===== src/isr_consts.svh =====
// Purpose: Constants of the status reporting command interpreter
// Assumes: Included by its bare name
// Notes: Keyword codes are the first three upper-case letters of a header keyword
`ifndef ISR_CONSTS_SVH
`define ISR_CONSTS_SVH
`define ISR_CH_LF 8'h0a
`define ISR_CH_SP 8'h20
`define ISR_CH_TAB 8'h09
`define ISR_CH_STAR 8'h2a
`define ISR_CH_COLON 8'h3a
`define ISR_CH_SEMI 8'h3b
`define ISR_CH_QUERY 8'h3f
`define ISR_CH_DOT 8'h2e
`define ISR_CH_MINUS 8'h2d
`define ISR_CH_ZERO 8'h30
`define ISR_CH_ONE 8'h31
`define ISR_KW_CLS 24'h434c53
`define ISR_KW_ESE 24'h455345
`define ISR_KW_ESR 24'h455352
`define ISR_KW_SRE 24'h535245
`define ISR_KW_STB 24'h535442
`define ISR_KW_IDN 24'h49444e
`define ISR_KW_OPC 24'h4f5043
`define ISR_KW_RST 24'h525354
`define ISR_KW_WAI 24'h574149
`define ISR_KW_STA 24'h535441
`define ISR_KW_OPE 24'h4f5045
`define ISR_KW_QUE 24'h515545
`define ISR_KW_CON 24'h434f4e
`define ISR_KW_ENA 24'h454e41
`define ISR_KW_EVE 24'h455645
`define ISR_KW_PRE 24'h505245
`define ISR_KW_SYS 24'h535953
`define ISR_KW_ERR 24'h455252
`define ISR_KW_AUT 24'h415554
`define ISR_KW_RAN 24'h52414e
`define ISR_KW_MOD 24'h4d4f44
`define ISR_STANDARD_EVENT_LATCH_OPC 0
`define ISR_STANDARD_EVENT_LATCH_EXE 4
`define ISR_STANDARD_EVENT_LATCH_CME 5
`define ISR_STB_EAV 2
`define ISR_STB_QSB 3
`define ISR_STB_MAV 4
`define ISR_STB_ESB 5
`define ISR_STB_RQS 6
`define ISR_STB_OSB 7
`define ISR_ERR_CMD 8'h64
`define ISR_ERR_RANGE 8'hde
`define ISR_MASK_MAX 16'h00ff
`define ISR_FUNC_DCV 4'h0
`define ISR_RANGE_RST 16'h03e8
`define ISR_REPLY_LEN 24
`define ISR_GRP_W 16
`endif


===== src/isr_pkg.sv =====
// Purpose: Types of the status reporting command interpreter
// Assumes: Constants come from isr_consts.svh
// Notes: None
`include "isr_consts.svh"
package isr_pkg;
  typedef enum logic [1:0] {S_IDLE, S_EXEC, S_WAIT, S_EMIT} isr_fsm_t;
  typedef struct packed {
    logic [2:0] len;
    logic [4:0][7:0] ch;
  } isr_num_t;
  typedef struct packed {
    isr_fsm_t fsm;
    logic [2:0][23:0] kw;
    logic [1:0] kcnt;
    logic [1:0] kidx;
    logic star;
    logic query;
    logic in_arg;
    logic frac;
    logic has_arg;
    logic [15:0] arg;
    logic [7:0] ese;
    logic [7:0] standard_event_latch;
    logic [7:0] sre;
    logic auto_rng;
    logic [3:0] func;
    logic [15:0] rng;
    logic rst_pulse;
    logic opc_pend;
    logic opcq_pend;
    logic [`ISR_REPLY_LEN-1:0][7:0] rbuf;
    logic [4:0] blen;
    logic [4:0] bptr;
  } isr_state_t;
endpackage


===== src/isr_byte_queue.sv =====
// Purpose: Flip-flop queue with flush, used for the output and error queues
// Assumes: Pop data is the stored head entry
// Notes: A push into a full queue is held off by o_push_ready
`timescale 1ns/1ps
module isr_byte_queue #(
  parameter int W = 8,
  parameter int DEPTH = 16
) (
  input wire logic i_clk_sys,
  input wire logic i_sys_rst,
  input wire logic i_flush,
  input wire logic i_push_valid,
  output logic o_push_ready,
  input wire logic [W-1:0] i_push_data,
  output logic o_pop_valid,
  input wire logic i_pop_ready,
  output logic [W-1:0] o_pop_data
);
  localparam int AW = (DEPTH > 1) ? $clog2(DEPTH) : 1;
  typedef struct packed {
    logic [DEPTH-1:0][W-1:0] mem;
    logic [AW-1:0] rd;
    logic [AW-1:0] wr;
    logic [AW:0] cnt;
  } isr_q_t;
  isr_q_t q_r, q_nxt;
  logic do_push, do_pop;

  if (DEPTH < 2 || W < 1) begin : g_chk
    $error("isr_byte_queue needs DEPTH of 2 or more");
  end

  assign o_push_ready = (q_r.cnt != DEPTH[AW:0]);
  assign o_pop_valid = (q_r.cnt != '0);
  assign o_pop_data = q_r.mem[q_r.rd];
  assign do_push = i_push_valid && o_push_ready;
  assign do_pop = o_pop_valid && i_pop_ready;

  always_comb begin
    q_nxt = q_r;
    if (i_flush) begin
      q_nxt.rd = '0;
      q_nxt.wr = '0;
      q_nxt.cnt = '0;
    end else begin
      if (do_push) begin
        q_nxt.mem[q_r.wr] = i_push_data;
        q_nxt.wr = (q_r.wr == AW'(DEPTH - 1)) ? '0 : q_r.wr + 1'b1;
      end
      if (do_pop) begin
        q_nxt.rd = (q_r.rd == AW'(DEPTH - 1)) ? '0 : q_r.rd + 1'b1;
      end
      if (do_push && !do_pop) begin
        q_nxt.cnt = q_r.cnt + 1'b1;
      end else if (do_pop && !do_push) begin
        q_nxt.cnt = q_r.cnt - 1'b1;
      end
    end
  end

  always_ff @(posedge i_clk_sys or posedge i_sys_rst) begin
    if (i_sys_rst) begin
      q_r <= '0;
    end else begin
      q_r <= q_nxt;
    end
  end
endmodule // isr_byte_queue


===== src/isr_event_group.sv =====
// Purpose: Condition, event latch and enable mask of one status register group
// Assumes: Event bits latch rising condition edges
// Notes: A new edge in the clearing cycle survives the clear
`timescale 1ns/1ps
module isr_event_group #(
  parameter int W = 16
) (
  input wire logic i_clk_sys,
  input wire logic i_sys_rst,
  input wire logic [W-1:0] i_cond,
  input wire logic i_en_wr,
  input wire logic [W-1:0] i_en_data,
  input wire logic i_evt_rd,
  input wire logic i_clr,
  input wire logic i_preset,
  output logic [W-1:0] o_cond,
  output logic [W-1:0] o_event,
  output logic [W-1:0] o_enable,
  output logic o_summary
);
  typedef struct packed {
    logic [W-1:0] cond;
    logic [W-1:0] evt;
    logic [W-1:0] en;
  } isr_grp_t;
  isr_grp_t g_r, g_nxt;

  if (W < 1 || W > 16) begin : g_chk
    $error("isr_event_group width must be 1 to 16");
  end

  assign o_cond = g_r.cond;
  assign o_event = g_r.evt;
  assign o_enable = g_r.en;
  assign o_summary = |(g_r.evt & g_r.en);

  always_comb begin
    g_nxt = g_r;
    g_nxt.cond = i_cond;
    g_nxt.evt = ((i_evt_rd || i_clr || i_preset) ? '0 : g_r.evt)
      | (i_cond & ~g_r.cond);
    if (i_preset) begin
      g_nxt.en = '0;
    end else if (i_en_wr) begin
      g_nxt.en = i_en_data;
    end
  end

  always_ff @(posedge i_clk_sys or posedge i_sys_rst) begin
    if (i_sys_rst) begin
      g_r <= '0;
    end else begin
      g_r <= g_nxt;
    end
  end
endmodule // isr_event_group


===== src/isr_top.sv =====
// Purpose: Text command interpreter for status, event and housekeeping commands
// Assumes: Bytes arrive from the bus or serial receiver, replies go to its transmitter
// Notes: Keywords match on their first three letters, case-insensitive
//
// Behaviour
// - Clear-status empties output queue, operation, questionable events and event latch.
// - Event summary bit 5 is OR of event latch AND event enable mask.
// - Event enable mask takes 0 to 255; its query returns stored value.
// - Reading the event latch returns its value and clears it.
// - Operation-complete command sets latch bit 0 once pending work finishes.
// - Operation-complete query queues ASCII 1 when done, leaving latch bit alone.
// - Service enable mask takes 0 to 255; bit 6 always reads zero.
// - Status byte query returns the summary bits as decimal 0 to 255.
// - Wait command holds further commands until pending work finishes.
// - Commands run strictly one after another anyway.
// - Reset restores DC voltage on 1000V range with auto-range off, keeping stored status settings.
// - Status preset returns operation and questionable groups to preset state.
// - Both groups offer readable condition, event and read-write enable mask.
// - Error query removes and returns next error queue entry.
// - Identification query returns maker, model, serial and firmware string.
// - Auto-range takes 0 or 1; query returns current state.
// - Calculation query returns sum of active mode weights 1 to 64.
// - Range query returns decimal range value in present function's unit.
// - Bus message ends on line feed or a byte with the end signal.
// - Serial messages and every reply end with a line feed.
`timescale 1ns/1ps
`include "isr_consts.svh"
module isr_top #(
  parameter int OUTQ_DEPTH = 32,
  parameter int ERRQ_DEPTH = 8,
  parameter logic [`ISR_REPLY_LEN*8-1:0] IDN_STR = "MAKER,MODEL0,SN0000,FW00" // Arbitrary
) (
  input wire logic i_clk_sys,
  input wire logic i_sys_rst,
  input wire logic i_rx_valid,
  input wire logic [7:0] i_rx_data,
  input wire logic i_rx_end,
  output logic o_rx_ready,
  output logic o_tx_valid,
  output logic [7:0] o_tx_data,
  input wire logic i_tx_ready,
  input wire logic i_op_busy,
  input wire logic [`ISR_GRP_W-1:0] i_oper_cond,
  input wire logic [`ISR_GRP_W-1:0] i_ques_cond,
  input wire logic [6:0] i_calc_modes,
  input wire logic [15:0] i_range_val,
  output logic o_srq,
  output logic o_auto_range,
  output logic [3:0] o_func,
  output logic [15:0] o_range,
  output logic o_settings_reset
);
  isr_pkg::isr_state_t s_r, s_nxt;
  logic oq_push, oq_ready, oq_flush;
  logic [7:0] oq_data;
  logic eq_push, eq_pop, eq_valid;
  logic [7:0] eq_data, eq_head;
  logic op_en_wr, op_rd, qu_en_wr, qu_rd, grp_clr, grp_pre;
  logic [`ISR_GRP_W-1:0] grp_en_data;
  logic [`ISR_GRP_W-1:0] op_cond, op_evt, op_en, qu_cond, qu_evt, qu_en;
  logic op_sum, qu_sum, oq_mav;
  logic [7:0] stb_raw, stb;

  if (OUTQ_DEPTH < `ISR_REPLY_LEN || ERRQ_DEPTH < 2) begin : g_chk
    $error("isr_top queue depths too small");
  end

  // Decimal text of a value, most significant digit first
  function automatic isr_pkg::isr_num_t fmt_num(input logic [15:0] v);
    isr_pkg::isr_num_t n;
    logic [4:0][3:0] d;
    n = '0;
    d[0] = 4'(v % 16'd10);
    d[1] = 4'((v / 16'd10) % 16'd10);
    d[2] = 4'((v / 16'd100) % 16'd10);
    d[3] = 4'((v / 16'd1000) % 16'd10);
    d[4] = 4'(v / 16'd10000);
    n.len = (v >= 16'd10000) ? 3'd5 : (v >= 16'd1000) ? 3'd4 :
      (v >= 16'd100) ? 3'd3 : (v >= 16'd10) ? 3'd2 : 3'd1;
    for (int i = 0; i < 5; i++) begin
      if (i < int'(n.len)) begin
        n.ch[i] = `ISR_CH_ZERO | {4'h0, d[int'(n.len) - 1 - i]};
      end
    end
    return n;
  endfunction

  assign oq_mav = o_tx_valid;
  assign stb_raw = {op_sum, 1'b0, |(s_r.standard_event_latch & s_r.ese), oq_mav, qu_sum, eq_valid, 2'b00};
  assign stb = stb_raw | {1'b0, |(stb_raw & s_r.sre), 6'b000000};
  assign o_srq = stb[`ISR_STB_RQS];
  assign o_rx_ready = (s_r.fsm == isr_pkg::S_IDLE);
  assign o_auto_range = s_r.auto_rng;
  assign o_func = s_r.func;
  assign o_range = s_r.rng;
  assign o_settings_reset = s_r.rst_pulse;

  always_comb begin
    logic [7:0] ch;
    logic [19:0] acc;
    logic term, k_op, k_qu;
    isr_pkg::isr_num_t n;
    logic [15:0] rep;
    logic num_rep, bad, rng_bad;
    ch = i_rx_data;
    acc = '0;
    term = 1'b0;
    k_op = 1'b0;
    k_qu = 1'b0;
    n = '0;
    rep = '0;
    num_rep = 1'b0;
    bad = 1'b0;
    rng_bad = 1'b0;
    s_nxt = s_r;
    s_nxt.rst_pulse = 1'b0;
    oq_push = 1'b0;
    oq_data = '0;
    oq_flush = 1'b0;
    eq_push = 1'b0;
    eq_pop = 1'b0;
    eq_data = '0;
    op_en_wr = 1'b0;
    op_rd = 1'b0;
    qu_en_wr = 1'b0;
    qu_rd = 1'b0;
    grp_clr = 1'b0;
    grp_pre = 1'b0;
    grp_en_data = s_r.arg[`ISR_GRP_W-1:0];
    case (s_r.fsm)
      isr_pkg::S_IDLE: begin
        if (i_rx_valid) begin
          term = i_rx_end || (ch == `ISR_CH_LF) || (ch == `ISR_CH_SEMI);
          if (ch >= 8'h61 && ch <= 8'h7a) begin
            ch = ch - 8'h20;
          end
          if (ch == `ISR_CH_STAR && !s_r.in_arg) begin
            s_nxt.star = 1'b1;
          end else if (ch == `ISR_CH_COLON && !s_r.in_arg) begin
            if (s_r.kcnt != 2'd0 && s_r.kidx != 2'd3) begin
              s_nxt.kidx = s_r.kidx + 2'd1;
            end
            s_nxt.kcnt = 2'd0;
          end else if (ch == `ISR_CH_QUERY && !s_r.in_arg) begin
            s_nxt.query = 1'b1;
          end else if ((ch == `ISR_CH_SP || ch == `ISR_CH_TAB) && s_r.kcnt != 2'd0) begin
            s_nxt.in_arg = 1'b1;
          end else if (ch >= 8'h41 && ch <= 8'h5a && !s_r.in_arg) begin
            if (s_r.kcnt != 2'd3 && s_r.kidx != 2'd3) begin
              s_nxt.kw[s_r.kidx] = {s_r.kw[s_r.kidx][15:0], ch};
              s_nxt.kcnt = s_r.kcnt + 2'd1;
            end
          end else if (ch == `ISR_CH_DOT && s_r.in_arg) begin
            s_nxt.frac = 1'b1;
          end else if (ch >= 8'h30 && ch <= 8'h39 && s_r.in_arg && !s_r.frac) begin
            acc = 20'(s_r.arg) * 20'd10 + 20'(ch - `ISR_CH_ZERO);
            s_nxt.arg = (acc > 20'h0ffff) ? 16'hffff : acc[15:0];
            s_nxt.has_arg = 1'b1;
          end
          if (term) begin
            s_nxt.fsm = isr_pkg::S_EXEC;
          end
        end
      end
      isr_pkg::S_EXEC: begin
        s_nxt.fsm = isr_pkg::S_IDLE;
        rng_bad = s_r.arg > `ISR_MASK_MAX;
        if (s_r.kidx == 2'd0 && s_r.kcnt == 2'd0 && !s_r.star) begin
          bad = 1'b0;
        end else if (s_r.star) begin
          case (s_r.kw[0])
            `ISR_KW_CLS: begin
              oq_flush = 1'b1;
              grp_clr = 1'b1;
              s_nxt.standard_event_latch = '0;
            end
            `ISR_KW_ESE: begin
              if (s_r.query) begin
                rep = {8'h00, s_r.ese};
                num_rep = 1'b1;
              end else if (rng_bad || !s_r.has_arg) begin
                rng_bad = 1'b1;
              end else begin
                s_nxt.ese = s_r.arg[7:0];
              end
            end
            `ISR_KW_ESR: begin
              rep = {8'h00, s_r.standard_event_latch};
              num_rep = s_r.query;
              bad = !s_r.query;
              if (s_r.query) begin
                s_nxt.standard_event_latch = '0;
              end
            end
            `ISR_KW_SRE: begin
              if (s_r.query) begin
                rep = {8'h00, s_r.sre};
                num_rep = 1'b1;
              end else if (rng_bad || !s_r.has_arg) begin
                rng_bad = 1'b1;
              end else begin
                s_nxt.sre = s_r.arg[7:0] & 8'hbf;
              end
            end
            `ISR_KW_STB: begin
              rep = {8'h00, stb};
              num_rep = s_r.query;
              bad = !s_r.query;
            end
            `ISR_KW_IDN: begin
              bad = !s_r.query;
              for (int i = 0; i < `ISR_REPLY_LEN; i++) begin
                s_nxt.rbuf[i] = IDN_STR[(`ISR_REPLY_LEN - 1 - i) * 8 +: 8];
              end
              s_nxt.blen = 5'(`ISR_REPLY_LEN);
              s_nxt.bptr = '0;
              if (s_r.query) begin
                s_nxt.fsm = isr_pkg::S_EMIT;
              end
            end
            `ISR_KW_OPC: begin
              s_nxt.opc_pend = !s_r.query;
              s_nxt.opcq_pend = s_r.query;
              s_nxt.fsm = isr_pkg::S_WAIT;
            end
            `ISR_KW_WAI: begin
              s_nxt.fsm = isr_pkg::S_WAIT;
            end
            `ISR_KW_RST: begin
              s_nxt.func = `ISR_FUNC_DCV;
              s_nxt.rng = `ISR_RANGE_RST;
              s_nxt.auto_rng = 1'b0;
              s_nxt.rst_pulse = 1'b1;
            end
            default: begin
              bad = 1'b1;
            end
          endcase
          rng_bad = rng_bad && !s_r.query && (s_r.kw[0] == `ISR_KW_ESE ||
            s_r.kw[0] == `ISR_KW_SRE);
        end else begin
          rng_bad = 1'b0;
          k_op = (s_r.kw[1] == `ISR_KW_OPE);
          k_qu = (s_r.kw[1] == `ISR_KW_QUE);
          if (s_r.kw[0] == `ISR_KW_STA && s_r.kw[1] == `ISR_KW_PRE && !s_r.query) begin
            grp_pre = 1'b1;
          end else if (s_r.kw[0] == `ISR_KW_STA && (k_op || k_qu)) begin
            num_rep = s_r.query;
            case (s_r.kw[2])
              `ISR_KW_CON: begin
                rep = 16'(k_op ? op_cond : qu_cond);
                bad = !s_r.query;
              end
              `ISR_KW_EVE: begin
                rep = 16'(k_op ? op_evt : qu_evt);
                op_rd = k_op && s_r.query;
                qu_rd = k_qu && s_r.query;
                bad = !s_r.query;
              end
              `ISR_KW_ENA: begin
                rep = 16'(k_op ? op_en : qu_en);
                op_en_wr = k_op && !s_r.query && s_r.has_arg;
                qu_en_wr = k_qu && !s_r.query && s_r.has_arg;
                bad = !s_r.query && !s_r.has_arg;
              end
              default: begin
                bad = 1'b1;
              end
            endcase
          end else if (s_r.kw[0] == `ISR_KW_SYS && s_r.kw[1] == `ISR_KW_ERR && s_r.query) begin
            eq_pop = eq_valid;
            n = fmt_num({8'h00, eq_head});
            s_nxt.rbuf = '0;
            if (eq_valid) begin
              s_nxt.rbuf[0] = `ISR_CH_MINUS;
              for (int i = 0; i < 5; i++) begin
                s_nxt.rbuf[i + 1] = n.ch[i];
              end
              s_nxt.blen = 5'(n.len) + 5'd1;
            end else begin
              s_nxt.rbuf[0] = `ISR_CH_ZERO;
              s_nxt.blen = 5'd1;
            end
            s_nxt.bptr = '0;
            s_nxt.fsm = isr_pkg::S_EMIT;
          end else if (s_r.kw[0] == `ISR_KW_CON && s_r.kw[1] == `ISR_KW_AUT) begin
            if (s_r.query) begin
              rep = {15'h0000, s_r.auto_rng};
              num_rep = 1'b1;
            end else if (s_r.has_arg && s_r.arg <= 16'h0001) begin
              s_nxt.auto_rng = s_r.arg[0];
            end else begin
              rng_bad = 1'b1;
            end
          end else if (s_r.kw[0] == `ISR_KW_CON && s_r.kw[1] == `ISR_KW_RAN && s_r.query) begin
            rep = i_range_val;
            num_rep = 1'b1;
          end else if (s_r.kw[0] == `ISR_KW_CON && s_r.kw[1] == `ISR_KW_MOD && s_r.query) begin
            rep = {9'h000, i_calc_modes};
            num_rep = 1'b1;
          end else begin
            bad = 1'b1;
          end
        end
        if (num_rep && !bad) begin
          n = fmt_num(rep);
          s_nxt.rbuf = '0;
          for (int i = 0; i < 5; i++) begin
            s_nxt.rbuf[i] = n.ch[i];
          end
          s_nxt.blen = 5'(n.len);
          s_nxt.bptr = '0;
          s_nxt.fsm = isr_pkg::S_EMIT;
        end
        if (bad) begin
          eq_push = 1'b1;
          eq_data = `ISR_ERR_CMD;
          s_nxt.standard_event_latch[`ISR_STANDARD_EVENT_LATCH_CME] = 1'b1;
          s_nxt.fsm = isr_pkg::S_IDLE;
        end else if (rng_bad) begin
          eq_push = 1'b1;
          eq_data = `ISR_ERR_RANGE;
          s_nxt.standard_event_latch[`ISR_STANDARD_EVENT_LATCH_EXE] = 1'b1;
        end
        s_nxt.kw = '0;
        s_nxt.kcnt = '0;
        s_nxt.kidx = '0;
        s_nxt.star = 1'b0;
        s_nxt.query = 1'b0;
        s_nxt.in_arg = 1'b0;
        s_nxt.frac = 1'b0;
        s_nxt.has_arg = 1'b0;
        s_nxt.arg = '0;
      end
      isr_pkg::S_WAIT: begin
        if (!i_op_busy) begin
          s_nxt.opc_pend = 1'b0;
          s_nxt.opcq_pend = 1'b0;
          s_nxt.fsm = isr_pkg::S_IDLE;
          if (s_r.opc_pend) begin
            s_nxt.standard_event_latch[`ISR_STANDARD_EVENT_LATCH_OPC] = 1'b1;
          end
          if (s_r.opcq_pend) begin
            s_nxt.rbuf = '0;
            s_nxt.rbuf[0] = `ISR_CH_ONE;
            s_nxt.blen = 5'd1;
            s_nxt.bptr = '0;
            s_nxt.fsm = isr_pkg::S_EMIT;
          end
        end
      end
      isr_pkg::S_EMIT: begin
        oq_push = 1'b1;
        oq_data = (s_r.bptr == s_r.blen) ? `ISR_CH_LF : s_r.rbuf[s_r.bptr];
        if (oq_ready) begin
          s_nxt.bptr = s_r.bptr + 5'd1;
          if (s_r.bptr == s_r.blen) begin
            s_nxt.fsm = isr_pkg::S_IDLE;
          end
        end
      end
      default: begin
        s_nxt.fsm = isr_pkg::S_IDLE;
      end
    endcase
  end

  always_ff @(posedge i_clk_sys or posedge i_sys_rst) begin
    if (i_sys_rst) begin
      s_r <= '0;
      s_r.func <= `ISR_FUNC_DCV;
      s_r.rng <= `ISR_RANGE_RST;
    end else begin
      s_r <= s_nxt;
    end
  end

  isr_byte_queue #(.W(8), .DEPTH(OUTQ_DEPTH)) u_outq (
    .i_clk_sys(i_clk_sys),
    .i_sys_rst(i_sys_rst),
    .i_flush(oq_flush),
    .i_push_valid(oq_push),
    .o_push_ready(oq_ready),
    .i_push_data(oq_data),
    .o_pop_valid(o_tx_valid),
    .i_pop_ready(i_tx_ready),
    .o_pop_data(o_tx_data)
  );

  isr_byte_queue #(.W(8), .DEPTH(ERRQ_DEPTH)) u_errq (
    .i_clk_sys(i_clk_sys),
    .i_sys_rst(i_sys_rst),
    .i_flush(1'b0),
    .i_push_valid(eq_push),
    .o_push_ready(),
    .i_push_data(eq_data),
    .o_pop_valid(eq_valid),
    .i_pop_ready(eq_pop),
    .o_pop_data(eq_head)
  );

  isr_event_group #(.W(`ISR_GRP_W)) u_oper (
    .i_clk_sys(i_clk_sys),
    .i_sys_rst(i_sys_rst),
    .i_cond(i_oper_cond),
    .i_en_wr(op_en_wr),
    .i_en_data(grp_en_data),
    .i_evt_rd(op_rd),
    .i_clr(grp_clr),
    .i_preset(grp_pre),
    .o_cond(op_cond),
    .o_event(op_evt),
    .o_enable(op_en),
    .o_summary(op_sum)
  );

  isr_event_group #(.W(`ISR_GRP_W)) u_ques (
    .i_clk_sys(i_clk_sys),
    .i_sys_rst(i_sys_rst),
    .i_cond(i_ques_cond),
    .i_en_wr(qu_en_wr),
    .i_en_data(grp_en_data),
    .i_evt_rd(qu_rd),
    .i_clr(grp_clr),
    .i_preset(grp_pre),
    .o_cond(qu_cond),
    .o_event(qu_evt),
    .o_enable(qu_en),
    .o_summary(qu_sum)
  );
endmodule // isr_top


===== config.mk =====
export PLATFORM = sky130hd
export DESIGN_NAME = isr_top
export DESIGN_NICKNAME = d
export VERILOG_FILES = /design/src/isr_pkg.sv /design/src/isr_byte_queue.sv /design/src/isr_event_group.sv /design/src/isr_top.sv
export VERILOG_INCLUDE_DIRS = /design/src /design/src/src
export SDC_FILE = /design/constraint.sdc
export NUM_CORES = 2
export LEC_CHECK = 0
export BUFFER_PORTS_ARGS = -buffer_cell sky130_fd_sc_hd__clkbuf_2
export CAP_MARGIN = 20
export CORE_MARGIN = 2
export CORE_UTILIZATION = 30
export DETAILED_ROUTE_END_ITERATION = 10
export HOLD_SLACK_MARGIN = 0.05
export PLACE_DENSITY = 0.5
export RECOVER_POWER = 100
export SYNTH_ARGS = -nofsm -noshare
export SYNTH_HDL_FRONTEND = slang
export SYNTH_SLANG_ARGS = --single-unit

===== constraint.sdc =====
create_clock -name i_clk_sys -period 30.9 [get_ports i_clk_sys]
set_input_delay 3.09 -clock i_clk_sys [delete_from_list [all_inputs] [get_ports i_clk_sys]]
set_output_delay 3.09 -clock i_clk_sys [all_outputs]
set_load 0.02 [all_outputs]

Yosys cells after proc, flatten, opt, wreduce, memory -nomap -nowiden
Index checks and enable logic that the tools add are counted.
{ "totals": {"input_bits": 69, "output_inout_bits": 33, "ff_bits": 770, "elab_cells": 662} }
{ "classes": {"n_eq_ne": 86, "mux": 259, "div": 16, "n_reduce_logical": 116, "mul": 1, "bitwise_logic": 15, "magnitude_cmp": 44, "add_sub_neg": 25} }
{ "op_table": {"columns": ["operator", "n"], "rows": [
  ["$mux 202", 7],
  ["$eq 24x23->1 const B", 22],
  ["$pmux 199 s2", 1],
  ["$mux 16", 20],
  ["$mux 74", 4],
  ["$bwmux 256", 1],
  ["$mux 240", 1],
  ["$mux 204", 1],
  ["$pmux 97 s2", 1],
  ["$lt 32x5->1 const B", 6],
  ["$mux 8", 19],
  ["$bmux 4 s3", 10],
  ["$mod 16x4->16 const B", 7],
  ["$mux 99", 1],
  ["$mux 1", 94],
  ["$mux 4", 22],
  ["$bmux 8 s5", 2],
  ["$mux 76", 1],
  ["$bwmux 72", 1],
  ["$mux 6", 12],
  ["$mux 72", 1],
  ["$and 16x16->16", 4],
  ["$bwmux 64", 1],
  ["$bmux 24 s2", 1],
  ["120 further kinds", 322]
]} }

Longest topological paths before layout
{ "depth": {"depth_word": 25, "mapped_depth": 40, "mapped_depth_nobuf": 37} }

Cells and area by module
Synthesis repeated with hierarchy kept, for this count alone.
{ "unflattened": {"cells_unflattened": 3941, "hier_area_um2": 39517.9} }
{ "modules_own_cells": {"columns": ["mod", "n_inst", "cells_per_inst", "seq_area_each_um2", "area_per_inst_um2"], "rows": [
  ["isr_top", 1, 2491, 3903.7, 19387.3],
  ["isr_byte_queue at u_outq", 1, 924, 6806.5, 12929.9],
  ["isr_byte_queue at u_errq", 1, 238, 1851.8, 3604.7],
  ["isr_event_group", 2, 144, 1201.2, 1798.0]
]} }

Worst setup path before layout
OpenSTA, ideal clock, no wires.
{ "synth_path": {"kind": "input to register", "startpoint": "input port i_range_val[11]", "endpoint": "register s_r[12] (netlist name)", "path_slack_ps": 21267, "path_buffers": 1, "setup_ps": 66, "path_stages": 28, "t_arrival_ps": 9566, "required_ps": 30834, "path_cell_list": "a32oi_1 or4_1 buf_2 a2111oi_4 nand4_1 a22oi_2 a21oi_2 o41ai_2 a21boi_2 a21oi_2 xnor2_1 a221o_1 a21oi_1 o211ai_1 a2111o_1 and4_4 nand2b_4 inv_2 ha_1 nand2_1 o31a_1 o2111a_1 and4_1 o21a_1 o2111ai_1 mux2_2 a2111oi_0 a221o_1"} }
{ "synth_between": {"elab_chain_cells": 20, "word_cells_on_any_way": 32, "cone_classes": "1 x add/sub; 8 x div; 5 x order compare; 18 x mux"} }
{ "synth_lines": {"columns": ["element", "line_no", "rtl"], "rows": [
  ["start, declared", "isr_top.sv:46", "input wire logic [15:0] i_range_val,"],
  ["$mux 16 *", "isr_top.sv:295", "end else if (s_r.kw[0] == `ISR_KW_CON && s_r.kw[1] == `ISR_KW_RAN && s_r.query) begin"],
  ["$mux 16 *", "isr_top.sv:286", "end else if (s_r.kw[0] == `ISR_KW_CON && s_r.kw[1] == `ISR_KW_AUT) begin"],
  ["$mux 16 *", "isr_top.sv:270", "end else if (s_r.kw[0] == `ISR_KW_SYS && s_r.kw[1] == `ISR_KW_ERR && s_r.query) begin"],
  ["$mux 16 *", "isr_top.sv:247", "end else if (s_r.kw[0] == `ISR_KW_STA && (k_op || k_qu)) begin"],
  ["$mux 16 *", "isr_top.sv:245", "if (s_r.kw[0] == `ISR_KW_STA && s_r.kw[1] == `ISR_KW_PRE && !s_r.query) begin"],
  ["$mux 16 *", "isr_top.sv:170", "end else if (s_r.star) begin"],
  ["$mux 16 *", "isr_top.sv:168", "if (s_r.kidx == 2'd0 && s_r.kcnt == 2'd0 && !s_r.star) begin"],
  ["$mux 16 *", "isr_top.sv:130", "case (s_r.fsm)"],
  ["branches (longest 9 deep; another with $div 16x4->16)", null, null],
  ["$mux 6 *", "isr_top.sv:81", "if (i < int'(n.len)) begin"],
  ["$mux 202 *", "isr_top.sv:305", "if (num_rep && !bad) begin"],
  ["$pmux 199 s2 *", "isr_top.sv:130", null],
  ["end signal, assigned", "isr_top.sv:374", "s_r <= s_nxt;"],
  ["end, declared", "isr_top.sv:53", "isr_pkg::isr_state_t s_r, s_nxt;"]
]} }
Every way passes the cells marked *. The select of a mux whose other input is x is not followed.
A chain may end at the register's enable or synchronous reset.

==> flow_summary_export.csv <==
group,metric,value,unit
yosys,yosysTopAreaCell,"dfrtp_1",
yosys,yosysWarnings,0,
outcome,violations,"capacitance limit, slew limit",
outcome,outcome,"finished, violations left",
layout,area_growth_syn_to_layout,10.9,%
worst_setup_path,critPathKind,"input pin to async pin",
clock_network,cts_resized,0,
grt,grt_use_total,17.9,%
yosys,synth_top_area_share,37.9,%
clock_network,clock_latency,0.66,ns
place,dp_cells,5590,
timing,rsz0062_at_grt,"no",
clock_network,clock-sinks,558,
worst_setup_path,cp_data_arrival_time,16.09,ns
clock_network,cts_max_level,2,
power_and_ir_drop,vdd_drop_max,0.0899,mV
yosys,synth_ff_type,"dfrtp_1",
grt,grt_pass1_vias,30200,
clock_network,numCtsBuffers,60,
layout,drive_gt1_share,12.7,%
timing,period_share,52.2,%
place,hpwl,81.0,mm
yosys,synth_cell_types,133,
layout,final_nets,4206,
drt,drtAntennaViolNets,0,
drt,drc,0,
yosys,syn_area_per_cell,9.06,um2
timing,finalSetupViolations,0,
floorplanning,core,122000,um2
grt,antenna_found_initial,2,
grt,grt_max_degree,134,
layout,final_cell_area,40800,um2
place,place_area,38800,um2
clock_network,cts.path.max_buffers,3,
drt,viasPerCell,5.47,
floorplanning,start_util,30.2,%
drt,drt_pass1_iterations,7,
worst_setup_path,critPathMaxFanout,133,
yosys,synth_edf_count,0,
power_and_ir_drop,powerDensity,78.7,nW/um2
clock_network,root_buffer,"clkbuf_16",
timing,skew,0.0320,ns
clock_network,cts_setup_buffers,0,
layout,layout.cells.non_filler,5705,
grt,grt_overflow_total,0,
timing,tightest_slew,5.89,ns
place,gp_congestion,0.867,
yosys,ys_seq_area_share,37.9,%
floorplanning,io_pins,102,
yosys,yosys_register_bits,558,
timing,max_freq,62.0,MHz
power_and_ir_drop,leakagePower,17.4,nW
worst_setup_path,worst_setup_path_start_kind,"input pin",
layout,fin_util,33.6,%
worst_setup_path,endpoint_kind,"async pin",
clock_network,ctsHoldBuffers,0,
timing,slew_headroom,-295,%
yosys,synthArstFlopShare,100,%
drt,post_drt_wl_per_cell,20.1,um
grt,grt_pass1_wl,181,mm
timing,fin_crit,16.13,ns
worst_setup_path,cp.required,30.85,ns
worst_setup_path,r2r_setup_slack,18.01,ns
drt,first_iter_violations,2864,
yosys,synthCells,4065,
floorplanning,die_y,354,um
floorplanning,die_w,354,um
yosys,syn_area,36800,um2
timing,slew_viol_final,739,
place,portBuffers,81,
job,drv_cap,14,
floorplanning,rows,128,
drt,routed-via-count,31200,
worst_hold_path,hp-class,"flop to flop",
floorplanning,fp.dieArea,126000,um2
drt,wl,115,mm
yosys,synth_area_leaders,"dfrtp_1 38%, nand2_1 5.4%, mux2_2 5.2%",
clock_network,cts_tree,"yes",
timing,tns,0,ns
clock_network,path_clk_slew,0.07,ns
timing,finalHoldViolCount,0,
## synth_stat cells, types with 23 or more instances
cell / count
buf_2: 28
nand2_1: 525
nand3_1: 103
a21o_1: 33
mux2_2: 169
a22o_1: 34
o21bai_1: 23
xnor2_1: 79
clkbuf_1: 195
inv_1: 120
mux2i_1: 153
and2_1: 74
a221oi_1: 23
ha_1: 105
o211ai_1: 25
nor2_1: 320
dfrtp_1: 558
o221ai_1: 38
nand4_1: 43
mux4_2: 43
nor3_1: 64
xor2_1: 29
a21oi_1: 232
a31oi_1: 42
o21ai_0: 353
nand2b_1: 44
and3_1: 28
## stage by stage
step           power (mW)  worst slack [ns]  hold slack (ns)
4_1_cts              3.24             20.16            0.440
2_1_floorplan        2.02             12.21            0.415
3_5_place_dp         2.41             19.90            0.439
6_report             3.22             14.77            0.441
3_3_place_gp         2.40             20.06            0.429
5_1_grt              3.47             11.76            0.449
## area by class of cell
type	instances	area (um2)
clock inverters	32	513
well taps	1625	2030
diodes	1	2.50
clock buffers	81	1720
multi-input cells	3129	21300
repair buffers	153	828
fillers	12700	80900
flip-flops and latches	558	14000
inverters	126	474
## registers in the layout (all words and copies together), names as in the netlist, 16 cells and up
signal / flops
grp_en_data: 16
s_r: 138
u_errq.q_r: 34
u_oper.o_cond: 16
u_oper.o_enable: 16
u_oper.o_event: 16
u_outq.q_r: 272
u_ques.o_cond: 16
u_ques.o_enable: 16
u_ques.o_event: 16
## where the power goes
group | leakage, nW | internal, mW | switching (mW) | total, mW
clock | 1.09 | 0.493 | 0.326 | 0.819
combinational | 8.99 | 0.565 | 0.888 | 1.45
sequential | 7.32 | 0.812 | 0.132 | 0.944
## worst paths after layout
check,startpoint,to,depth (start not counted)
worst max register to register,s_r[298]$_DFFE_PP0P_,s_r[10]$_DFFE_PP0P_,34
worst max-delay path,i_sys_rst,u_oper.o_enable[10]$_DFFE_PP0P_,6
max in group i_clk_sys,s_r[298]$_DFFE_PP0P_,s_r[10]$_DFFE_PP0P_,34
worst min register to register,u_ques.o_cond[2]$_DFF_PP0_,u_ques.o_event[2]$_DFF_PP0_,1
worst min-delay path,u_ques.o_cond[2]$_DFF_PP0_,u_ques.o_event[2]$_DFF_PP0_,1
min in group asynchronous,i_sys_rst,u_outq.q_r[124]$_DFFE_PP0P_,2
## routing by layer
layer	vias up	wire (um)	track usage, %	part of all wire, %
met4	0	2980	5.18	2.6
met5	-	0	0	0
met3	168	5180	1.91	4.5
li1	14800	-	-	-
met2	853	53100	29.1	46
met1	15400	53500	25.2	47
## kinds of logic after synthesis
kind of cell               count (synthesis)  share of synthesized area, %
AOI/OAI and AO/OA                       1131                          20.7
xor gates and xnor gates                 109                          2.64
adders and majority gates                114                          3.93
buffers and inverters                    396                          4.44
DFF                                      558                          37.9
muxes                                    365                          12.0
other                                      2                        0.0204
and+or+nand+nor                         1390                          18.4
## critical path, cell delays in order
cell        delay (ns)
clkbuf_2          0.09
clkinvlp_2        3.24
clkbuf_1          2.40
clkbuf_1          2.01
clkbuf_1          2.45
clkbuf_1          2.65
## placed cells by master, fill, tap and decap left out, types with 25 or more instances in the layout
cell,netlist,final
buf_4,22,52
nor3_1,64,64
clkbuf_16,0,61
a21oi_1,232,233
xor2_1,29,29
a22o_1,34,34
a21o_1,33,33
nor2_1,320,318
and2_1,74,49
and2_0,2,27
mux2_2,169,169
mux2i_1,153,153
ha_1,105,105
o211ai_1,25,25
nand4_1,43,43
nand2b_1,44,43
xnor2_1,79,79
mux4_2,43,43
a31oi_1,42,43
o221ai_1,38,38
inv_1,120,119
nand3_1,103,103
dfrtp_1,558,558
clkbuf_2,0,44
and3_1,28,28
o21ai_0,353,359
clkbuf_1,195,64
nand2_1,525,525
Power figures use the tool's default switching activity.
